### src/core/supply_lockout_pkg.sv
package supply_lockout_pkg;
  // ****************
  // register map
  // ****************
  localparam logic [7:0] OFF_REG_UV_CTRL = 8'h98;
  localparam logic [7:0] OFF_SLOPE_ONE = 8'h9C;
  localparam logic [7:0] OFF_IN_LOCK_CTRL = 8'hA0;
  localparam logic [7:0] OFF_IN_UV_THRESH = 8'hA4;
  localparam logic [7:0] OFF_IN_OV_THRESH = 8'hA8;
  localparam logic [7:0] OFF_IRQ_STATUS = 8'hAC;
  localparam logic [7:0] OFF_IRQ_MASK = 8'hB0;
  localparam int ADDR_W = 8;
  // ****************
  // input lockout control fields
  // ****************
  localparam int B_UV_EN = 7;
  localparam int B_UV_STAT = 6;
  localparam int B_UV_RISE = 5;
  localparam int B_UV_FALL = 4;
  localparam int B_OV_EN = 3;
  localparam int B_OV_STAT = 2;
  localparam int B_OV_RISE = 1;
  localparam int B_OV_FALL = 0;
  // ****************
  // regulator control and slope fields
  // ****************
  localparam int B_REG_EN = 7;
  localparam int B_REG_STAT = 6;
  localparam int B_REG_RISE = 5;
  localparam int B_REG_FALL = 4;
  localparam int REG_THR_W = 2;
  localparam int B_SLOPE_BYP = 6;
  localparam int CODE_W = 6;
  // ****************
  // interrupt status bits
  // ****************
  localparam int IRQ_UV = 0;
  localparam int IRQ_OV = 1;
  localparam int IRQ_REG = 2;
  localparam int IRQ_N = 3;
  localparam logic [7:0] CTRL_RESET = 8'h00;
  localparam logic [5:0] CODE_RESET = 6'h00;
endpackage : supply_lockout_pkg

### src/core/supply_lockout_monitor_regs.sv
`timescale 1ns/1ps
// How it works
// - flags set on edges, ignoring enables
// - undervolt status bit six, read-only
// - overvolt status bit two, read-only
// - undervolt with enable kills gate drives
// - overvolt with enable kills gate drives
// - undervolt lockout clears when voltage recovers
// - overvolt lockout clears when voltage recovers
// - undervolt flag on selected rise/fall edges
// - overvolt flag on selected rise/fall edges
// - undervolt threshold six-bit code, top zero
// - overvolt threshold six-bit code, top zero
// - below range still reports undervoltage
// - regulator enable bit seven, status six
// - regulator flag on selected edges
// - regulator threshold two bits, 3-2 zero
// - bypass bit drives slope bypass output
// - slope six-bit code, bit seven zero
module supply_lockout_monitor_regs
  import supply_lockout_pkg::*;
(
  // apb
  input wire logic pclk,
  input wire logic presetn,
  input wire logic psel,
  input wire logic penable,
  input wire logic pwrite,
  input wire logic [ADDR_W-1:0] paddr,
  input wire logic [31:0] pwdata,
  output logic [31:0] prdata,
  output logic pready,
  output logic pslverr,
  // analog comparators, high = condition present
  input wire logic in_undervolt_cmp,
  input wire logic in_overvolt_cmp,
  input wire logic regulator_undervolt_cmp,
  // analog settings
  output logic [CODE_W-1:0] input_undervolt_threshold,
  output logic [CODE_W-1:0] input_overvolt_threshold,
  output logic [REG_THR_W-1:0] regulator_undervolt_threshold,
  output logic regulator_undervolt_enable,
  output logic slope_bypass,
  output logic [CODE_W-1:0] slope_slew_code,
  // gate drive permission and interrupt
  output logic gate_drive_one_enable,
  output logic gate_drive_two_enable,
  output logic irq
);

  // ****************
  // state
  // ****************
  typedef struct packed {
    // two-flop synchronisers and last settled level
    logic [1:0] uv_sync;
    logic [1:0] ov_sync;
    logic [1:0] reg_sync;
    logic uv_prev;
    logic ov_prev;
    logic reg_prev;
    // input lockout control
    logic uv_en;
    logic uv_rise;
    logic uv_fall;
    logic ov_en;
    logic ov_rise;
    logic ov_fall;
    // regulator undervolt control
    logic reg_en;
    logic reg_rise;
    logic reg_fall;
    logic [REG_THR_W-1:0] reg_thr;
    // analog codes
    logic [CODE_W-1:0] uv_thr;
    logic [CODE_W-1:0] ov_thr;
    logic slope_byp;
    logic [CODE_W-1:0] slope_code;
    // sticky flags and their mask
    logic [IRQ_N-1:0] irq_stat;
    logic [IRQ_N-1:0] irq_mask;
    // read data, latched in the setup cycle
    logic [31:0] rdata;
    // gate drivers allowed
    logic gate_ok;
  } state_type;

  state_type state_r;
  state_type state_nxt;

  // ****************
  // helpers
  // ****************
  function automatic logic edge_hit(input logic now, input logic prev,
                                    input logic rise_en,
                                    input logic fall_en);
    edge_hit = (rise_en && now && !prev) || (fall_en && !now && prev);
  endfunction : edge_hit

  // registers are a byte wide, upper bus bits read zero
  function automatic logic [31:0] widen(input logic [7:0] b);
    widen = {24'h000000, b};
  endfunction : widen

  // six-bit code in the low bits, top bits read zero
  function automatic logic [7:0] code_byte(input logic [CODE_W-1:0] c);
    code_byte = 8'h00;
    code_byte[CODE_W-1:0] = c;
  endfunction : code_byte

  function automatic logic [7:0] flag_byte(input logic [IRQ_N-1:0] f);
    flag_byte = 8'h00;
    flag_byte[IRQ_N-1:0] = f;
  endfunction : flag_byte

  function automatic logic [7:0] lock_byte(input state_type s);
    lock_byte = 8'h00;
    lock_byte[B_UV_EN] = s.uv_en;
    // undervolt status is the settled level
    // comparator itself covers the below-range case
    lock_byte[B_UV_STAT] = s.uv_prev;
    lock_byte[B_UV_RISE] = s.uv_rise;
    lock_byte[B_UV_FALL] = s.uv_fall;
    lock_byte[B_OV_EN] = s.ov_en;
    // overvolt status is the settled level
    lock_byte[B_OV_STAT] = s.ov_prev;
    lock_byte[B_OV_RISE] = s.ov_rise;
    lock_byte[B_OV_FALL] = s.ov_fall;
  endfunction : lock_byte

  function automatic logic [7:0] reg_byte(input state_type s);
    reg_byte = 8'h00;
    reg_byte[B_REG_EN] = s.reg_en;
    reg_byte[B_REG_STAT] = s.reg_prev;
    reg_byte[B_REG_RISE] = s.reg_rise;
    reg_byte[B_REG_FALL] = s.reg_fall;
    // threshold in the low bits, bits 3-2 stay zero
    reg_byte[REG_THR_W-1:0] = s.reg_thr;
  endfunction : reg_byte

  function automatic logic [7:0] slope_byte(input state_type s);
    slope_byte = code_byte(s.slope_code);
    slope_byte[B_SLOPE_BYP] = s.slope_byp;
  endfunction : slope_byte

  // write helpers: status bits are not stored, so they are skipped
  function automatic state_type lock_write(input state_type s,
                                           input logic [31:0] d);
    lock_write = s;
    lock_write.uv_en = d[B_UV_EN];
    lock_write.uv_rise = d[B_UV_RISE];
    lock_write.uv_fall = d[B_UV_FALL];
    lock_write.ov_en = d[B_OV_EN];
    lock_write.ov_rise = d[B_OV_RISE];
    lock_write.ov_fall = d[B_OV_FALL];
  endfunction : lock_write

  function automatic state_type reg_write(input state_type s,
                                          input logic [31:0] d);
    reg_write = s;
    reg_write.reg_en = d[B_REG_EN];
    reg_write.reg_rise = d[B_REG_RISE];
    reg_write.reg_fall = d[B_REG_FALL];
    reg_write.reg_thr = d[REG_THR_W-1:0];
  endfunction : reg_write

  function automatic state_type slope_write(input state_type s,
                                            input logic [31:0] d);
    slope_write = s;
    slope_write.slope_byp = d[B_SLOPE_BYP];
    slope_write.slope_code = d[CODE_W-1:0];
  endfunction : slope_write

  // ****************
  // bus decode
  // ****************
  logic wr;
  logic rd;
  logic sel_lock;
  logic sel_reg;
  logic sel_uv;
  logic sel_ov;
  logic sel_slope;
  logic sel_stat;
  logic sel_mask;
  logic [IRQ_N-1:0] clear_bits;

  // zero-wait slave: writes land in the access cycle; reads are
  // latched in the setup cycle so prdata comes from a flip-flop
  always_comb begin
    wr = psel && penable && pwrite;
    rd = psel && !penable && !pwrite;
    // unmapped offsets match no select, so their writes drop
    sel_lock = (paddr == OFF_IN_LOCK_CTRL);
    sel_reg = (paddr == OFF_REG_UV_CTRL);
    sel_uv = (paddr == OFF_IN_UV_THRESH);
    sel_ov = (paddr == OFF_IN_OV_THRESH);
    sel_slope = (paddr == OFF_SLOPE_ONE);
    sel_stat = (paddr == OFF_IRQ_STATUS);
    sel_mask = (paddr == OFF_IRQ_MASK);
    clear_bits = '0;
    if (wr && sel_stat) begin
      clear_bits = pwdata[IRQ_N-1:0];
    end
  end

  // ****************
  // comparator levels and edges
  // ****************
  logic uv_level;
  logic ov_level;
  logic reg_level;
  logic [IRQ_N-1:0] events;

  // only the second sync stage is looked at
  always_comb begin
    uv_level = state_r.uv_sync[1];
    ov_level = state_r.ov_sync[1];
    reg_level = state_r.reg_sync[1];
  end

  // a level held over several cycles sets its flag once
  always_comb begin
    events = '0;
    // flags ignore the lockout enables and the mask
    events[IRQ_UV] = edge_hit(uv_level, state_r.uv_prev,
                              state_r.uv_rise, state_r.uv_fall);
    events[IRQ_OV] = edge_hit(ov_level, state_r.ov_prev,
                              state_r.ov_rise, state_r.ov_fall);
    // regulator enable does not gate its flag
    events[IRQ_REG] = edge_hit(reg_level, state_r.reg_prev,
                               state_r.reg_rise, state_r.reg_fall);
  end

  // ****************
  // interrupt
  // ****************
  logic [IRQ_N-1:0] flags_nxt;
  logic irq_pending;

  always_comb begin
    // set wins over write-one-to-clear in the same cycle
    flags_nxt = (state_r.irq_stat & ~clear_bits) | events;
    irq_pending = |(state_r.irq_stat & state_r.irq_mask);
  end

  // ****************
  // lockout
  // ****************
  logic uv_lock;
  logic ov_lock;

  // no latch: lockout follows the comparator, so recovery needs no write
  always_comb begin
    // undervolt with enable stops both drives
    uv_lock = state_r.uv_en && uv_level;
    // overvolt with enable stops both drives
    ov_lock = state_r.ov_en && ov_level;
  end

  // ****************
  // read data
  // ****************
  logic [31:0] read_word;

  // built every cycle, taken only in a read setup cycle
  always_comb begin
    unique case (paddr)
      OFF_IN_LOCK_CTRL: read_word = widen(lock_byte(state_r));
      OFF_REG_UV_CTRL: read_word = widen(reg_byte(state_r));
      OFF_IN_UV_THRESH: read_word = widen(code_byte(state_r.uv_thr));
      OFF_IN_OV_THRESH: read_word = widen(code_byte(state_r.ov_thr));
      OFF_SLOPE_ONE: read_word = widen(slope_byte(state_r));
      OFF_IRQ_STATUS: read_word = widen(flag_byte(state_r.irq_stat));
      OFF_IRQ_MASK: read_word = widen(flag_byte(state_r.irq_mask));
      // unmapped offsets read zero and raise no error
      default: read_word = 32'h00000000;
    endcase
  end

  // ****************
  // next state
  // ****************
  always_comb begin
    state_nxt = state_r;
    // two-flop sync per comparator, then one more for edges
    state_nxt.uv_sync = {state_r.uv_sync[0], in_undervolt_cmp};
    state_nxt.ov_sync = {state_r.ov_sync[0], in_overvolt_cmp};
    state_nxt.reg_sync = {state_r.reg_sync[0], regulator_undervolt_cmp};
    state_nxt.uv_prev = uv_level;
    state_nxt.ov_prev = ov_level;
    state_nxt.reg_prev = reg_level;

    if (wr && sel_lock) begin
      state_nxt = lock_write(state_nxt, pwdata);
    end

    if (wr && sel_reg) begin
      state_nxt = reg_write(state_nxt, pwdata);
    end

    if (wr && sel_uv) begin
      state_nxt.uv_thr = pwdata[CODE_W-1:0];
    end

    if (wr && sel_ov) begin
      state_nxt.ov_thr = pwdata[CODE_W-1:0];
    end

    // six-bit slope code beside the bypass bit
    if (wr && sel_slope) begin
      state_nxt = slope_write(state_nxt, pwdata);
    end

    if (wr && sel_mask) begin
      state_nxt.irq_mask = pwdata[IRQ_N-1:0];
    end

    state_nxt.irq_stat = flags_nxt;

    // held until the next read setup, so the access cycle sees it
    if (rd) begin
      state_nxt.rdata = read_word;
    end

    // undervolt lockout ends as the comparator falls
    // overvolt lockout ends as the comparator falls
    state_nxt.gate_ok = !(uv_lock || ov_lock);
  end

  // ****************
  // registers
  // ****************
  // drives stay off through reset and are allowed from the first edge
  always_ff @(posedge pclk or negedge presetn) begin
    if (!presetn) begin
      state_r <= '0;
    end else begin
      state_r <= state_nxt;
    end
  end

  // ****************
  // outputs
  // ****************
  // bus answer: always ready, never an error
  assign prdata = state_r.rdata;
  assign pready = 1'b1;
  assign pslverr = 1'b0;

  // analog settings
  assign input_undervolt_threshold = state_r.uv_thr;
  assign input_overvolt_threshold = state_r.ov_thr;
  assign regulator_undervolt_threshold = state_r.reg_thr;
  assign regulator_undervolt_enable = state_r.reg_en;
  assign slope_bypass = state_r.slope_byp;
  assign slope_slew_code = state_r.slope_code;

  // both drives share one permission
  assign gate_drive_one_enable = state_r.gate_ok;
  assign gate_drive_two_enable = state_r.gate_ok;

  // level interrupt, high while an unmasked flag is set
  assign irq = irq_pending;

endmodule : supply_lockout_monitor_regs

### config.mk
export PLATFORM = sky130hd
export DESIGN_NAME = supply_lockout_monitor_regs
export DESIGN_NICKNAME = d
export VERILOG_FILES = /design/src/core/supply_lockout_pkg.sv /design/src/core/supply_lockout_monitor_regs.sv
export SDC_FILE = /design/constraint.sdc
export NUM_CORES = 1
export LEC_CHECK = 0
export BUFFER_PORTS_ARGS = -buffer_cell sky130_fd_sc_hd__buf_2
export CAP_MARGIN = 10
export CELL_PAD_IN_SITES_DETAIL_PLACEMENT = 0
export CELL_PAD_IN_SITES_GLOBAL_PLACEMENT = 2
export CORE_AREA = 2 2 96 98
export CTS_BUF_LIST = sky130_fd_sc_hd__clkbuf_4
export DETAILED_ROUTE_END_ITERATION = 12
export DIE_AREA = 0 0 98 100
export GPL_TIMING_DRIVEN = 0
export PLACE_DENSITY = 0.92
export SLEW_MARGIN = 10
export SYNTH_ARGS = -nofsm -noshare
export SYNTH_HDL_FRONTEND = slang
export SYNTH_SLANG_ARGS = --single-unit
### constraint.sdc
create_clock -name pclk -period 3.26 [get_ports pclk]
set_input_delay 0.326 -clock pclk [delete_from_list [all_inputs] [get_ports pclk]]
set_output_delay 0.326 -clock pclk [all_outputs]
set_load 0.01 [all_outputs]
==> run metrics <==
status finished with violations; failing checks negative hold slack; Setup CP Type reg2out; Leak 1.87 nW; # DRC 0; post-route setup slack 1.45 ns; Filler cells 924; Comb pwr share 12.0%; leading post-synthesis cells by cell area dfrtp_1, buf_4, mux2_2; kind of end point of the critical path primary output; PortBufs 54; routability cong. 0.928; CTS max path bufs 2; Max-Cap Viols 0; Adder-Cell Fraction of Synth Area 0%; sequential-to-total area share from yosys stat 46.0%; initial drt markers 101; postcts setup bufs 0; power per cell area 327 nW/um^2; Gate Count Post-Synth 263; antenna violations before repair 0; most frequent cells in the layout buf_2, buf_4, dfrtp_1; FMAX 554 MHz; antenna diode count 0; GRT Util Overall 13.4%; startpoint types flip-flop; Final Max Slew Viols 0; Clock Power Share 26.5%; wire length per cell 14.2 um; layout cell share with drive strength beyond 1 48.4%; Worst IR Drop VDD 0.000157 V; Final period util 55.4%; Synth Flop Type dfrtp_1; XOR/XNOR Fraction of Synth Area 0%; async set-reset flop share out of synthesis 100%; CP max FO 3; Synth Cell Area 2940 sq um; post-cts sizing count 0; Worst Skew 0.0132 ns; H-tree lvl count 2; switching power 0.302 mW; Syn-to-layout area delta 19.1%; I/O pins 107; DPL Wire Length 5.05 mm; Synth top area share 46.0%; die area 9800 sq um; Core Util, Final 39.4%; Final Hold Vio Count 54; Placed Area 3440 sq um; Post-Route WL 6.55 mm; Reg clk slew, reported paths 0.15 ns; CTS buffer count 5; commonest non-fill, non-tap cell in the layout buf_2; RSZ-0062 raised after global routing no; Netlist cell types 50; Initial Util 33.0%; switching share of power 26.4%; Chip Width 98 um; Critical Path AT 1.48 ns; TritonCTS clock tree done; Period minus WS final 1.81 ns; Post-synth EDFFs 0; total number of vias 2104; post-synthesis simple-gate area fraction 14.0%; post-route ant nets 0; largest area contributor in the netlist dfrtp_1; fin cells 460; final setup TNS 0 ns; final number of setup-violating endpoints 0; max_slew headroom 55.1%; first-pass GRT wire length 10.4 mm; row cnt 35; vias per cell 4.57; total power 1.15 mW; syn_area_per_cell 11.2 sq um; post-route cell area 3500 sq um; Clk Tree Root Cell clkbuf_4; pin count of the biggest net entering global routing 55; min-delay worst type in2async; largest family of logic cells by synthesized area buffers and inverters; vias in the first global route 1995; drt first pass iters 5; grt total ovfl 0; Inst Count DP 452; hold slack -0.0313 ns; YS warnings 0; worst skew pair latency 0.38 ns; Least-Margin Pin Slew 0.674 ns; Setup WS pre-CTS 1.18 ns; compound-gate portion of the synthesized area 9.63%; Worst Path Required 2.93 ns; hold buffers post-CTS 0; Core Region 8890 sq um; mux contribution to synthesized area 14.0%; CTS sink count 54; Sequential Power Share 61.5%; #FFs+latches synth 54; Die Y 100 um; Layout Nets 396; Internal Power 0.843 mW
==> routing by layer <==
layer,global-route usage [%],up-vias,wire length (um)
met2,21.1,68,3100
met4,4.70,0,104
met1,18.3,1001,2980
met3,3.27,9,367
li1,-,1026,-
met5,0,-,0
==> path summary, 6_finish.rpt <==
kind	to	cells past startpoint	start	slack (ns)
worst max-delay path	irq	3	state_r[38]$_DFF_PN0_	1.45
worst max register to register	prdata[0]$_DFFE_PN0P_	4	input_overvolt_threshold[0]$_DFFE_PN0P_	1.88
worst min-delay path	state_r[74]$_DFF_PN0_	1	presetn	-0.03
max in group asynchronous	state_r[61]$_DFFE_PN0P_	1	presetn	2.85
min in group pclk	state_r[76]$_DFF_PN0_	1	in_undervolt_cmp	0.04
worst min register to register	ov_level$_DFF_PN0_	0	state_r[74]$_DFF_PN0_	0.37
==> logic make-up after synthesis <==
| logic type | count (synthesis) |
|---|---|
| compound gates | 40 |
| buf+inv | 66 |
| flops | 54 |
| mux | 37 |
| other cells | 2 |
| simple gates | 64 |
==> sequential cells by signal, indices dropped and copies added (netlist names) <==
signal / flops
slope_slew_code: 6
gate_drive_one_enable: 1
ov_level: 1
regulator_undervolt_enable: 1
prdata: 8
regulator_undervolt_threshold: 2
input_overvolt_threshold: 6
input_undervolt_threshold: 6
reg_level: 1
slope_bypass: 1
state_r: 21
==> layout make-up <==
class | count | area [sq um] | share of cell area (%)
inverter | 2 | 7.51 | 0.215
clock inverter | 2 | 13.8 | 0.393
timing repair buffer | 54 | 273 | 7.80
sequential | 54 | 1350 | 38.6
multi-input combinational | 167 | 1200 | 34.4
tap | 111 | 139 | 3.97
buffer | 64 | 465 | 13.3
clock buffer | 6 | 45.0 | 1.29
==> power by group through the flow <==
stage | combinational [mW] | clock, mW | sequential [mW]
2_1_floorplan | 0.0879 | 0 | 0.712
3_3_place_gp | 0.135 | 0 | 0.716
3_5_place_dp | 0.137 | 0 | 0.717
4_1_cts | 0.138 | 0.318 | 0.704
5_1_grt | 0.152 | 0.333 | 0.707
6_report | 0.137 | 0.303 | 0.704
==> critical path: stages (launching register included) <==
cell and delay, ns:
dfrtp_1 0.43, a222oi_1 0.44, inv_1 0.08, buf_2 0.15
==> cells in the mapped netlist (all sizes together) (3+ instances only) <==
master and count:
nand2 27, nor2 6, buf 63, a21o 4, mux2 33, a22oi 4
mux2i 4, o22ai 6, a21oi 3, nor3 3, o21ai 9, and3 3
nand3 3, nand4 4, nor2b 3, dfrtp 54, nor4 3
Power figures use the tool's default switching activity.
